$ cat config.mk
export PLATFORM = sky130hd
export DESIGN_NAME = irpdc_ctrl
export DESIGN_NICKNAME = d
export VERILOG_FILES = /design/src/design/irpdc_ctrl.v /design/src/design/irpdc_step_timer.v
export VERILOG_INCLUDE_DIRS = /design/src /design/src/inc
export SDC_FILE = /design/constraint.sdc
export NUM_CORES = 1
export LEC_CHECK = 0
export BUFFER_PORTS_ARGS = -buffer_cell sky130_fd_sc_hd__buf_2
export CAP_MARGIN = 20
export CORE_ASPECT_RATIO = 0.7
export CORE_UTILIZATION = 40
export CTS_CLUSTER_DIAMETER = 120
export CTS_CLUSTER_SIZE = 16
export DETAILED_ROUTE_END_ITERATION = 12
export SETUP_SLACK_MARGIN = 0.02
export SYNTH_ARGS = -nofsm -noshare
export SYNTH_HDL_FRONTEND = slang
export SYNTH_SLANG_ARGS = --single-unit
$ cat constraint.sdc
create_clock -name clk -period 2.7 [get_ports clk]
set_input_delay 0.27 -clock clk [delete_from_list [all_inputs] [get_ports clk]]
set_output_delay 0.27 -clock clk [all_outputs]
set_load 0.01 [all_outputs]
$ cat src/inc/irpdc_consts.vh
`ifndef IRPDC_CONSTS_VH
`define IRPDC_CONSTS_VH
// Clock rate in MHz (period 8 ns)
`define IRPDC_CLK_MHZ 125
// Sleep recovery window, microseconds
`define IRPDC_RECOVERY_US 50
// Recovery window in cycles
`define IRPDC_RECOVERY_CYC (`IRPDC_RECOVERY_US * `IRPDC_CLK_MHZ)
// Least pin step hold, nanoseconds (start/end spacing)
`define IRPDC_STEP_NS 80
// Step hold in cycles, rounded up
`define IRPDC_STEP_CYC ((`IRPDC_STEP_NS * `IRPDC_CLK_MHZ + 999) / 1000)
// Carrier one-shot timeout, longest bound in ns
`define IRPDC_ONESHOT_NS 900
`define IRPDC_ONESHOT_CYC ((`IRPDC_ONESHOT_NS * `IRPDC_CLK_MHZ) / 1000)
// Counter width
`define IRPDC_CNT_W 14
`endif
$ cat src/design/irpdc_ctrl.v
`timescale 1ns/10ps
`include "irpdc_consts.vh"
module irpdc_ctrl #(
  parameter RECOVERY_CYC = `IRPDC_RECOVERY_CYC,
  parameter STEP_CYC = `IRPDC_STEP_CYC
) (
  // Clock and reset
  input wire clk,
  input wire reset_n,
  // Envelope pin
  input wire envIn,
  output reg envOut,
  output reg envOe,
  // Carrier pin
  input wire carIn,
  output reg carOut,
  output reg carOe,
  // User commands, one-cycle pulses
  input wire cmdWatch,
  input wire cmdSleep,
  input wire cmdWake,
  // User status
  output reg configReady,
  output reg asleep,
  output reg busy,
  output reg detValid,
  output reg envelope,
  output reg carrier
);
  // One-hot sequencer states
  localparam S_UNCONF = 8'h01;
  localparam S_IDLE = 8'h02;
  localparam S_W1 = 8'h04;
  localparam S_W2 = 8'h08;
  localparam S_W3 = 8'h10;
  localparam S_SLEEP = 8'h20;
  localparam S_K1 = 8'h40;
  localparam S_REC = 8'h80;
  localparam CW = `IRPDC_CNT_W;

  // Sequencer, first-light flag and recovery window
  reg [7:0] state;
  reg [7:0] next_state;
  reg sawLight;
  reg [CW-1:0] recCount;
  reg tLoad;
  reg [CW-1:0] tValue;
  wire tDone;

  // Pin steps are paced by one timer; the recovery window counts down in recCount
  irpdc_step_timer #(.CNT_W(CW)) stepTimer (
    .clk(clk),
    .reset_n(reset_n),
    .load(tLoad),
    .loadValue(tValue),
    .done(tDone)
  );

  // Sequencer next state and timer loads
  always @* begin
    next_state = state;
    tLoad = 1'b0;
    tValue = STEP_CYC[CW-1:0];
    case (state)
      // Pins stay released until the device has seen light once
      S_UNCONF: begin
        if (sawLight) begin
          next_state = S_IDLE;
        end
      end
      // Released; sleep wins when both commands come together
      S_IDLE: begin
        if (cmdSleep) begin
          next_state = S_SLEEP;
          tLoad = 1'b1;
        end else if (cmdWatch) begin
          next_state = S_W1;
          tLoad = 1'b1;
        end
      end
      // Envelope held low for one step
      S_W1: begin
        if (tDone) begin
          next_state = S_W2;
          tLoad = 1'b1;
        end
      end
      // Carrier pulled low behind the low envelope
      S_W2: begin
        if (tDone) begin
          next_state = S_W3;
          tLoad = 1'b1;
        end
      end
      // Envelope back high for one step, then both released
      S_W3: begin
        if (tDone) begin
          next_state = S_IDLE;
        end
      end
      // Wake waits one step so a short sleep still meets the pin timing
      S_SLEEP: begin
        if (cmdWake && tDone) begin
          next_state = S_K1;
          tLoad = 1'b1;
        end
      end
      // Carrier low while the envelope is still held low
      S_K1: begin
        if (tDone) begin
          next_state = S_REC;
        end
      end
      // Released; outputs ignored until the window runs out
      S_REC: begin
        if (recCount == {CW{1'b0}}) begin
          next_state = S_IDLE;
        end
      end
      // Unused codes fall back to the power-on state
      default: begin
        next_state = S_UNCONF;
      end
    endcase
  end

  // State, pin drive and status registers
  always @(posedge clk or negedge reset_n) begin
    if (!reset_n) begin
      state <= S_UNCONF;
      sawLight <= 1'b0;
      recCount <= {CW{1'b0}};
      envOut <= 1'b0;
      envOe <= 1'b0;
      carOut <= 1'b0;
      carOe <= 1'b0;
      configReady <= 1'b0;
      asleep <= 1'b0;
      busy <= 1'b0;
      detValid <= 1'b0;
      envelope <= 1'b0;
      carrier <= 1'b0;
    end else begin
      state <= next_state;
      // First light seen as envelope high while pins are released
      if (envIn && state == S_UNCONF) begin
        sawLight <= 1'b1;
      end
      // Recovery window starts as the wake step ends
      if (state == S_K1 && tDone) begin
        recCount <= RECOVERY_CYC[CW-1:0];
      end else if (recCount != {CW{1'b0}}) begin
        recCount <= recCount - {{(CW-1){1'b0}}, 1'b1};
      end
      // Pin drive per state; released elsewhere
      case (next_state)
        // First step: envelope low
        S_W1: begin
          envOe <= 1'b1;
          envOut <= 1'b0;
          carOe <= 1'b0;
          carOut <= 1'b0;
        end
        // Second step: carrier low under a low envelope
        S_W2: begin
          envOe <= 1'b1;
          envOut <= 1'b0;
          carOe <= 1'b1;
          carOut <= 1'b0;
        end
        // Third step: envelope driven back high
        S_W3: begin
          envOe <= 1'b1;
          envOut <= 1'b1;
          carOe <= 1'b1;
          carOut <= 1'b0;
        end
        // Envelope held low for the whole sleep
        S_SLEEP: begin
          envOe <= 1'b1;
          envOut <= 1'b0;
          carOe <= 1'b0;
          carOut <= 1'b0;
        end
        // Wake step: carrier low, envelope still low
        S_K1: begin
          envOe <= 1'b1;
          envOut <= 1'b0;
          carOe <= 1'b1;
          carOut <= 1'b0;
        end
        // Released so the device can answer on both pins
        default: begin
          envOe <= 1'b0;
          envOut <= 1'b0;
          carOe <= 1'b0;
          carOut <= 1'b0;
        end
      endcase
      // Status follows the next state so it lines up with the pins
      // Busy stays high through recovery, so callers just wait on it
      configReady <= (next_state != S_UNCONF);
      asleep <= (next_state == S_SLEEP);
      busy <= (next_state != S_IDLE);
      // Results only trusted while idle and released
      detValid <= (state == S_IDLE) && (next_state == S_IDLE);
      envelope <= (state == S_IDLE) && envIn;
      carrier <= (state == S_IDLE) && carIn;
    end
  end
endmodule // irpdc_ctrl

$ cat src/design/irpdc_step_timer.v
`timescale 1ns/10ps
`include "irpdc_consts.vh"
module irpdc_step_timer #(
  parameter CNT_W = `IRPDC_CNT_W
) (
  // Clock and reset
  input wire clk,
  input wire reset_n,
  // Control
  input wire load,
  input wire [CNT_W-1:0] loadValue,
  // Status
  output reg done
);
  reg [CNT_W-1:0] count;

  // Down counter; done is high while idle at zero
  always @(posedge clk or negedge reset_n) begin
    if (!reset_n) begin
      count <= {CNT_W{1'b0}};
      done <= 1'b1;
    end else if (load) begin
      count <= loadValue;
      done <= 1'b0;
    end else if (count != {CNT_W{1'b0}}) begin
      count <= count - {{(CNT_W-1){1'b0}}, 1'b1};
      done <= (count == {{(CNT_W-1){1'b0}}, 1'b1});
    end else begin
      done <= 1'b1;
    end
  end
endmodule // irpdc_step_timer

==> flow_summary.toml, run 1 <==
[clock_network]
htree_levels = 2
cts_root_buf = "sky130_fd_sc_hd__clkbuf_8"
postCtsHoldBufs = 1
cts_buffer_depth = 2
numClockSinks = 47
clock_pin_slew_worst_setup_and_hold_paths_ns = 0.09
number_of_buffers_created_by_cts = 5
cts_setup_buffers = 0
clock_tree_from_tritoncts = "done"
worst_skew_pair.late_latency_ns = 0.30
cts_resized = 0

[final_layout]
synthToLayoutAreaGrowth_pct = 10.9
post_route_cells_drive_above_1_share_pct = 17.3
fillers = 563
layout.core_utilization_pct = 46.8
diodes = 0
stdcell_count = 352
finish.net_count = 287

[worst_setup_path]
critical_path.endpoint = "stepTimer.count[1]"
crit_fanout = 15
setup.reg_to_reg.worst_slack_ns = 0.35
worst_setup_path_startpoint = "state[6]"
worst_ep_required_time_ns = 2.94
end_of_the_worst_register_to_register_path = "stepTimer.count[1]"
crit_type = "reg -> reg"
worst_r2r_path_depth = 4
regToRegStartpoint = "state[6]"
sort_of_element_at_the_end_of_the_critical_path = "flop"
cp_data_arrival_time_ns = 2.58
critical_path.startpoint_type = "flop"

[floorplan]
initial_cell_density_of_the_core_pct = 42.3
dieWidth_microns = 95.7
io_pins = 17
placementRows = 23
fp.dieH_microns = 67.6
core_area_sq_um = 5810
die_area_sq_um = 6460

[logic_synthesis]
ys_warn_count = 0
sequential_fraction_of_the_synthesis_area_pct = 48.0
synth_enable_flop_cells = 0
synth.net_count = 266
synth_async_sr_flop_share_pct = 100
synthesis.area_per_instance_sq_um = 9.59
syn_inst = 256
ys_seq_elements = 47
synth_cell_types = 49
ys_dominant_reg_cell = "sky130_fd_sc_hd__dfrtp_1"
syn_area_sq_um = 2460

[power]
leakage_nw = 1.26
vdd_ir_drop_max_mv = 0.355
share_seq_of_total_power_pct = 44.4
combinationalPowerShare_pct = 39.4
internal_cell_power_mw = 1.62
power_switching_share_pct = 39.0
power.net_switching_mw = 1.04
p_per_area_nw_per_um2 = 975
pwr-share-clk_pct = 16.1

[grt]
first_global_vias = 1615
grt_max_degree = 24
first_pass_grt_wire_length_microns = 7850
global_route.overflow_total = 0
grt_antenna_before_repair = 0
grt_usage_pct = 16.1

[drt]
drtIter0Drc = 93
firstDrtPassIters = 4
drt-wirelength-per-cell_microns = 13.5
antenna_left = 0
routed_wirelength_microns = 4750
drcViolationCount = 0
route.detailed.vias_per_inst = 5.09
routed-via-count = 1790

[timing]
fin_worst_skew_ns = 0.00834
hold-worst-slack_ns = 0.166
maxClockFrequency_ghz = 0.426
setup_tns_ns = 0
fin_crit_sh_pct = 86.9
max-slew-margin-rel_pct = 47.0
fin_crit_ns = 2.35
count_of_pins_over_their_slew_limit = 0
tightest_slew_ns = 0.789
setup-violations-final = 0
timing.final.hold_violations = 0
rsz_0062_raised_after_global_routing = "false"

[placed_design]
placement.io_buffers = 15
routabilityCongestion = 0.792
dp_hpwl_microns = 3430
numPlacedInstances = 344

[worst_hold_path]
hold_path.class = "in -> reg"

[status]
result_of_the_run = "finished clean"

[flow_run]
cap_viol_max_count = 0
-- stage by stage --
stage	power [mW]	setup slack, ns	cell area [sq um]
6_report	2.66	0.354	2720
5_1_grt	2.87	0.229	2720
4_1_cts	2.69	0.317	2720
3_5_place_dp	2.24	0.345	2630
3_3_place_gp	2.22	0.358	2630
2_1_floorplan	1.97	0.596	2460
-- how the worst min path moves through the flow --
stage	start	end	slack [ns]	depth (start not counted)
CTS	cmdWatch	detValid	0.15	2
global route	carIn	carrier	0.16	2
global placement	reset_n	carrier	0.29	1
finish	cmdWatch	detValid	0.17	2
detailed placement	reset_n	carrier	0.29	1
floorplan	reset_n	asleep	-0.03	0
-- flip-flops by register name, indices dropped and copies added, names as in the netlist --
| signal | count |
|---|---|
| state | 8 |
| detValid | 1 |
| stepTimer.done | 1 |
| carOe | 1 |
| busy | 1 |
| envelope | 1 |
| recCount | 14 |
| carrier | 1 |
| envOe | 1 |
| asleep | 1 |
| stepTimer.count | 14 |
| envOut | 1 |
| configReady | 1 |
| sawLight | 1 |
-- power groups by stage --
stage,logic [mW],clock network [mW],registers [mW]
after floorplan,0.811,0,1.16
after global placement,1.04,0,1.19
after detailed placement,1.05,0,1.19
after CTS,1.05,0.451,1.18
after global routing,1.18,0.474,1.22
final,1.05,0.429,1.18
-- cells in the mapped netlist (2+ instances only) --
| cell type | number | share of area (%) |
|---|---|---|
| sky130_fd_sc_hd__buf_6 | 3 | 1.4 |
| sky130_fd_sc_hd__nand3b_1 | 5 | 1.5 |
| sky130_fd_sc_hd__o21ai_0 | 4 | 0.82 |
| sky130_fd_sc_hd__nand3_1 | 10 | 2.0 |
| sky130_fd_sc_hd__a31o_2 | 2 | 0.71 |
| sky130_fd_sc_hd__or4_4 | 3 | 1.4 |
| sky130_fd_sc_hd__ha_1 | 3 | 1.5 |
| sky130_fd_sc_hd__o211ai_1 | 3 | 0.92 |
| sky130_fd_sc_hd__inv_1 | 11 | 1.7 |
| sky130_fd_sc_hd__dfrtp_1 | 45 | 46 |
| sky130_fd_sc_hd__o21a_1 | 2 | 0.61 |
| sky130_fd_sc_hd__and3_1 | 2 | 0.51 |
| sky130_fd_sc_hd__a21oi_1 | 9 | 1.8 |
| sky130_fd_sc_hd__or2_2 | 4 | 1.0 |
| sky130_fd_sc_hd__and2_1 | 4 | 1.0 |
| sky130_fd_sc_hd__nor3_1 | 9 | 1.8 |
| sky130_fd_sc_hd__nor4_1 | 6 | 1.5 |
| sky130_fd_sc_hd__xor2_1 | 18 | 6.4 |
| sky130_fd_sc_hd__o31ai_1 | 4 | 1.2 |
| sky130_fd_sc_hd__nor2_1 | 32 | 4.9 |
| sky130_fd_sc_hd__clkbuf_1 | 6 | 0.92 |
| sky130_fd_sc_hd__nand4b_1 | 6 | 2.1 |
| sky130_fd_sc_hd__nand2_1 | 23 | 3.5 |
| sky130_fd_sc_hd__or3_1 | 2 | 0.51 |
| sky130_fd_sc_hd__nand4_1 | 7 | 1.8 |
| sky130_fd_sc_hd__nor2b_1 | 3 | 0.76 |
| sky130_fd_sc_hd__dfstp_2 | 2 | 2.1 |
| sky130_fd_sc_hd__nand2b_1 | 5 | 1.3 |
| sky130_fd_sc_hd__xnor2_1 | 3 | 1.1 |
-- final cells by class --
type	instances	area [sq um]	area share, %
Clock buffer	6	82.6	3.03
Clock inverter	1	5.00	0.184
Inverter	11	41.3	1.52
Multi-Input combinational cell	187	1170	42.9
Sequential cell	47	1180	43.3
Tap cell	75	93.8	3.45
Timing Repair Buffer	25	153	5.61
-- cell usage in the layout, fill, tap and decap left out, types with 4 or more instances in the layout --
master                     count
sky130_fd_sc_hd__nand4_1       7
sky130_fd_sc_hd__nand3b_1      5
sky130_fd_sc_hd__inv_1        11
sky130_fd_sc_hd__a21oi_1       9
sky130_fd_sc_hd__nor4_1        6
sky130_fd_sc_hd__or2_2         4
sky130_fd_sc_hd__o31ai_1       4
sky130_fd_sc_hd__and2_1        4
sky130_fd_sc_hd__nand2b_1      5
sky130_fd_sc_hd__buf_2        15
sky130_fd_sc_hd__nand4b_1      6
sky130_fd_sc_hd__buf_4         9
sky130_fd_sc_hd__xor2_1       18
sky130_fd_sc_hd__nand2_1      23
sky130_fd_sc_hd__nor2_1       32
sky130_fd_sc_hd__clkbuf_8      6
sky130_fd_sc_hd__nor3_1        9
sky130_fd_sc_hd__dfrtp_1      45
sky130_fd_sc_hd__nand3_1      10
sky130_fd_sc_hd__o21ai_0       4
-- metal layers --
layer	GRT usage, %	vias to the layer above	wire (microns)
met3	4.28	5	144
li1	-	934	-
met1	24.1	830	2660
met2	22.1	21	1890
met5	0	-	0
met4	5.60	0	53
-- critical path, cell delays in order (launching register included) --
cell                        delay [ns]
sky130_fd_sc_hd__dfrtp_1          0.47
sky130_fd_sc_hd__or4_4            0.53
sky130_fd_sc_hd__or4_4            0.51
sky130_fd_sc_hd__o2bb2ai_2        0.55
sky130_fd_sc_hd__or2_2            0.21
-- cell families (layout without fill, tap and decap cells) --
group                    Yosys count  after routing  share of synthesized area [%]
flip-flops                        47             47                           48.0
AO/OA/AOI/OAI                     36             36                           10.7
buffers and inverters             22             43                           4.43
XOR/XNOR                          21             21                           7.49
AND/OR/NAND/NOR                  126            126                           27.7
other                              1              1                          0.153
adder cells (fa/ha/maj)            3              3                           1.53
(Power assumes the default switching activity.)
==> run 2, diff against run 1 <==
clock period = 2.96 ns   (was 2.7 ns; I/O delays follow)
==> run 2 against run 1 <==
  * Critical path depth is 1 higher
  * First-iteration DRC count is 31% higher
  * Cell count is 1.1% lower
  * Total power is 9.2% lower
  * Flip-flop and latch count stayed put
  * Critical endpoint is now busy
  * Routed wire length is 2.4% lower
  * Global-route usage is 0.28 points lower
  * Count of clock-buffer cells in the layout stayed put
  * Clock skew is 0.0038 ns higher
  * Sequential power is 8% lower
==> flow_summary.toml, run 2 (synthesis results as in run 1) <==
[status]
result_of_the_run = "finished clean"

[worst_setup_path]
regToRegStartpoint = "state[5]"
sort_of_element_at_the_end_of_the_critical_path = "flop"
worst_setup_path_startpoint = "state[5]"
cp_data_arrival_time_ns = 2.40
worst_ep_required_time_ns = 3.11
crit_type = "reg -> reg"
crit_fanout = 13
critical_path.startpoint_type = "flop"

[placed_design]
dp_hpwl_microns = 3250
placement.io_buffers = 15
routabilityCongestion = 0.797

[grt]
global_route.overflow_total = 0
grt_max_degree = 48
first_global_vias = 1638
grt_usage_pct = 15.8
first_pass_grt_wire_length_microns = 7850
grt_antenna_before_repair = 0

[final_layout]
most_common_cell_after_layout_fill_and_taps_aside = "sky130_fd_sc_hd__dfrtp_1"
synthToLayoutAreaGrowth_pct = 9.73
layout_common_cells = "45 x sky130_fd_sc_hd__dfrtp_1, 32 x sky130_fd_sc_hd__nor2_1, 23 x sky130_fd_sc_hd__nand2_1"
fillers = 549
finish.net_count = 282
diodes = 0
reg_top3 = "recCount x14, stepTimer.count x14, state x8"
post_route_cells_drive_above_1_share_pct = 15.8

[clock_network]
cts_resized = 0
numClockSinks = 47
htree_levels = 2
clock_pin_slew_worst_setup_and_hold_paths_ns = 0.09
cts_buffer_depth = 2
number_of_buffers_created_by_cts = 5
cts_root_buf = "sky130_fd_sc_hd__clkbuf_8"
cts_setup_buffers = 0
postCtsHoldBufs = 0
worst_skew_pair.late_latency_ns = 0.30
clock_tree_from_tritoncts = "done"

[timing]
fin_worst_skew_ns = 0.0121
maxClockFrequency_ghz = 0.445
max-slew-margin-rel_pct = 49.0
fin_crit_ns = 2.25
rsz_0062_raised_after_global_routing = "false"
setup-violations-final = 0
setup_tns_ns = 0
count_of_pins_over_their_slew_limit = 0
fin_crit_sh_pct = 75.9
timing.final.hold_violations = 0
tightest_slew_ns = 0.759

[drt]
drt-wirelength-per-cell_microns = 13.3
firstDrtPassIters = 4
routed-via-count = 1812
drtIter0Drc = 122
drcViolationCount = 0
wirelength_met1_microns = 2510
detailroute.wirelength.met3_microns = 209
route.detailed.vias_per_inst = 5.21
antenna_left = 0
detailroute.wirelength.met2_microns = 1890
dr.max_layer_used = "met4"
routed_wirelength_microns = 4640

[floorplan]
dieWidth_microns = 95.7
initial_cell_density_of_the_core_pct = 42.3
core_area_sq_um = 5810
placementRows = 23
io_pins = 17
fp.dieH_microns = 67.6
die_area_sq_um = 6460

[power]
p_per_area_nw_per_um2 = 894
report.power.total_mw = 2.41
vdd_ir_drop_max_mv = 0.390
leakage_nw = 1.23

[worst_hold_path]
min_from = "carIn"
hold_path.class = "in -> reg"

[flow_run]
cap_viol_max_count = 0
-- run 2: cell count changes in the layout (fill, tap and decap cells not counted) --
cell	change
sky130_fd_sc_hd__buf_12	+1
sky130_fd_sc_hd__clkinvlp_4	+1
sky130_fd_sc_hd__buf_4	-6
sky130_fd_sc_hd__clkbuf_8	-1
sky130_fd_sc_hd__clkbuf_1	+1
-- run 2: power by group --
part / switching, mW / total (mW) / internal [mW]
logic: 0.520 / 0.938 / 0.418
clock network: 0.219 / 0.385 / 0.166
registers: 0.215 / 1.09 / 0.872
-- run 2: worst paths after layout --
check	slack [ns]	cells after the start	to
setup / recovery	0.71	5	busy
hold / removal	0.20	2	carrier
setup reg to reg	0.71	5	busy
hold reg to reg	0.53	2	recCount[6]
max in group asynchronous	2.02	3	stepTimer.done
min in group asynchronous	0.39	2	state[4]
-- run 2: critical path, cell delays in order, from the launching register on --
cell	delay, ns
sky130_fd_sc_hd__dfrtp_1	0.53
sky130_fd_sc_hd__or4_4	0.59
sky130_fd_sc_hd__or4_4	0.52
sky130_fd_sc_hd__nor3_1	0.23
sky130_fd_sc_hd__a31o_2	0.17
sky130_fd_sc_hd__a211oi_1	0.05
-- run 2: layout make-up --
class,instances,area (sq um),area share [%]
tap,75,93.8,3.48
timing repair buffer,20,128,4.74
inverter,11,41.3,1.53
sequential,47,1180,43.7
clock buffer,6,72.6,2.69
clock inverter,2,12.5,0.464
multi-input combinational,187,1170,43.4
-- run 2: routing by layer --
layer / up-vias / GRT usage (%)
met3: 4 / 4.28
met2: 31 / 22.9
met4: 0 / 3.36
met1: 847 / 23.5
li1: 930 / -
met5: - / 0
-- run 2: per-stage QoR --
| stage | worst slack, ns | hold slack (ns) | util (%) | cells | instance area, sq um |
|---|---|---|---|---|---|
| after floorplan | 0.856 | 0.000409 | - | 256 | 2460 |
| after global placement | 0.747 | 0.503 | 44.4 | 338 | 2580 |
| after detailed placement | 0.734 | 0.509 | 44.4 | 338 | 2580 |
| after CTS | 0.726 | 0.189 | 45.8 | 346 | 2670 |
| after global routing | 0.589 | 0.191 | 46.4 | 348 | 2700 |
| final | 0.714 | 0.199 | 46.4 | 348 | 2700 |
==> run 3, diff against run 2 <==
ABC_AREA = 1   (was default)
clock period = 2.35 ns   (was 2.96 ns; I/O delays follow)
==> run 3 against run 2 <==
  * Global-route usage is 0.99 points higher
  * Clock power is 41% higher
  * Critical endpoint is now recCount[11]
  * Hold slack worse by 0.057 ns
  * Total power is 45% higher
  * Largest power group is now combinational logic
  * Largest cell class is now multi-input combinational cells
==> flow_summary.toml, run 3 <==
[status]
result_of_the_run = "finished clean"

[clock_network]
htree_levels = 2
clock_tree_from_tritoncts = "done"
cts_buffer_depth = 2
numClockSinks = 47
worst_skew_pair.late_latency_ns = 0.30
clock_pin_slew_worst_setup_and_hold_paths_ns = 0.09
cts_setup_buffers = 0
number_of_buffers_created_by_cts = 5
cts_root_buf = "sky130_fd_sc_hd__clkbuf_8"
cts_resized = 0

[final_layout]
stdcell_count = 470
synthToLayoutAreaGrowth_pct = 9.83
post_route_cells_drive_above_1_share_pct = 21.3
layout_common_cells = "67 x sky130_fd_sc_hd__nand2_1, 62 x sky130_fd_sc_hd__nor2_1, 45 x sky130_fd_sc_hd__dfrtp_1"
regArea_sq_um = 1180
final_area_sq_um = 3090
fillers = 673
finish.net_count = 385
layout.core_utilization_pct = 45.5
multi_input_comb_area_sq_um = 1380
diodes = 0
reg_top3 = "recCount x14, stepTimer.count x14, state x8"
most_common_cell_after_layout_fill_and_taps_aside = "sky130_fd_sc_hd__nand2_1"

[grt]
global_route.overflow_total = 0
grt_antenna_before_repair = 0
grt_usage_pct = 16.8
first_pass_grt_wire_length_microns = 9640
grt_max_degree = 21
first_global_vias = 2047

[timing]
maxClockFrequency_ghz = 0.597
setup-violations-final = 0
fin_worst_skew_ns = 0.0178
minimum_setup_slack_in_the_final_design_ns = 0.674
rsz_0062_raised_after_global_routing = "false"
count_of_pins_over_their_slew_limit = 0
hold-worst-slack_ns = 0.142
setup_tns_ns = 0
timing.final.hold_violations = 0
fin_crit_sh_pct = 71.3
fin_crit_ns = 1.68

[worst_setup_path]
critical_path.startpoint_type = "flop"
worst_setup_path_startpoint = "recCount[0]"
critPathSlowestCell = "sky130_fd_sc_hd__dfrtp_1"
sort_of_element_at_the_end_of_the_critical_path = "flop"
crit_path_cell_chain = "inv_1 > ha_1 > nand2_2 > nor2_4 > nand2_2 > nor2_4 > inv_2 > nand2_1 > inv_1"
critPathBufInv = 3
crit_type = "reg -> reg"
cp_data_arrival_time_ns = 1.88
critical_path.top_delay_family = "simple AND/OR/NAND/NOR gates"
crit_fanout = 9
critPathMaxStageDelay_ns = 0.38
worst_ep_required_time_ns = 2.55
regToRegStartpoint = "recCount[0]"

[placed_design]
numPlacedInstances = 461
detailedPlace.worstSlack_ns = 0.681
routabilityCongestion = 0.861
dp_hpwl_microns = 4220
placement.io_buffers = 15
postPlaceCellArea_sq_um = 2980

[floorplan]
core_area_sq_um = 6790
placementRows = 25
initial_cell_density_of_the_core_pct = 41.5
die_area_sq_um = 7380
dieWidth_microns = 102
fp.dieH_microns = 72.2
io_pins = 17

[drt]
drcViolationCount = 0
drt-wirelength-per-cell_microns = 11.6
routed-via-count = 2181
detailroute.wirelength.met2_microns = 2220
routed_wirelength_microns = 5480
antenna_left = 0
wirelength_met1_microns = 3040
detailroute.wirelength.met3_microns = 184
drtIter0Drc = 103
firstDrtPassIters = 4
dr.max_layer_used = "met4"
route.detailed.vias_per_inst = 4.64

[logic_synthesis]
syn_area_sq_um = 2810
yosysMostFrequentCell = "sky130_fd_sc_hd__nand2_1"
syn_inst = 354
synth.net_count = 364
ys_dominant_reg_cell = "sky130_fd_sc_hd__dfrtp_1"
sequential_fraction_of_the_synthesis_area_pct = 41.9
synthesis.area_per_instance_sq_um = 7.95
cell_taking_the_most_area_after_synthesis = "sky130_fd_sc_hd__dfrtp_1"
ys_warn_count = 0
synth_cell_types = 38
yosys-top-cells-area = "sky130_fd_sc_hd__dfrtp_1 40%, sky130_fd_sc_hd__nand2_1 8.9%, sky130_fd_sc_hd__nor2_1 8.3%"
yosys-top-cells-count = "67 x sky130_fd_sc_hd__nand2_1, 62 x sky130_fd_sc_hd__nor2_1, 45 x sky130_fd_sc_hd__dfrtp_1"
ys_seq_elements = 47
synth_enable_flop_cells = 0
synth_top_cell_area_share_pct = 40.0
synth_async_sr_flop_share_pct = 100

[power]
report.power.total_mw = 3.49
vdd_ir_drop_max_mv = 0.492
p_per_area_nw_per_um2 = 1130
leakage_nw = 1.62

[worst_hold_path]
min_from = "carIn"
hold_path.class = "in -> reg"

[flow_run]
cap_viol_max_count = 0
==> run 3: final timing paths <==
path / end / slack, ns / depth (start not counted)
setup / recovery: recCount[11] / 0.67 / 9
hold / removal: carrier / 0.14 / 3
setup reg to reg: recCount[11] / 0.67 / 9
hold reg to reg: recCount[0] / 0.48 / 2
max in group asynchronous: stepTimer.done / 1.30 / 3
min in group asynchronous: stepTimer.count[12] / 0.41 / 2
==> run 3: worst register-to-register path, stage by stage, from the launching register on <==
cell,delay [ns]
sky130_fd_sc_hd__dfrtp_1,0.38
sky130_fd_sc_hd__inv_1,0.15
sky130_fd_sc_hd__ha_1,0.29
sky130_fd_sc_hd__nand2_2,0.13
sky130_fd_sc_hd__nor2_4,0.15
sky130_fd_sc_hd__nand2_2,0.14
sky130_fd_sc_hd__nor2_4,0.24
sky130_fd_sc_hd__inv_2,0.05
sky130_fd_sc_hd__nand2_1,0.05
sky130_fd_sc_hd__inv_1,0.03
==> run 3: repair_timing <==
item,4_1_cts,5_1_grt
hold buffers,1,0
endpoints found under the hold margin,18,0
setup endpoints to repair,0,0
==> run 3: power breakdown <==
part           switching (mW)  internal, mW
logic                   0.993         0.587
registers               0.266          1.10
clock network           0.275         0.268
==> run 3: final cells by class <==
cell class | count | area share [%]
timing repair buffer | 18 | 3.24
sequential | 47 | 38.1
multi-input combinational | 249 | 44.8
clock buffer | 7 | 3.12
inverter | 54 | 6.68
tap | 94 | 3.81
clock inverter | 1 | 0.243
==> run 3: cells by family (layout without fill, tap and decap cells) <==
kind of cell / count (synthesis) / count (layout) / share of synthesized area (%)
simple gates: 212 / 212 / 39.3
compound gates: 22 / 22 / 4.98
other cells: 1 / 1 / 0.133
xor+xnor: 11 / 11 / 3.42
flops: 47 / 47 / 41.9
buf+inv: 58 / 80 / 8.94
fa+ha+maj: 3 / 3 / 1.33
==> run 3: routing by layer <==
metal  GRT usage [%]  vias up
met2            23.8       29
met1            26.1      999
met5               0        -
met4            3.81        0
met3            3.47        2
li1                -     1151
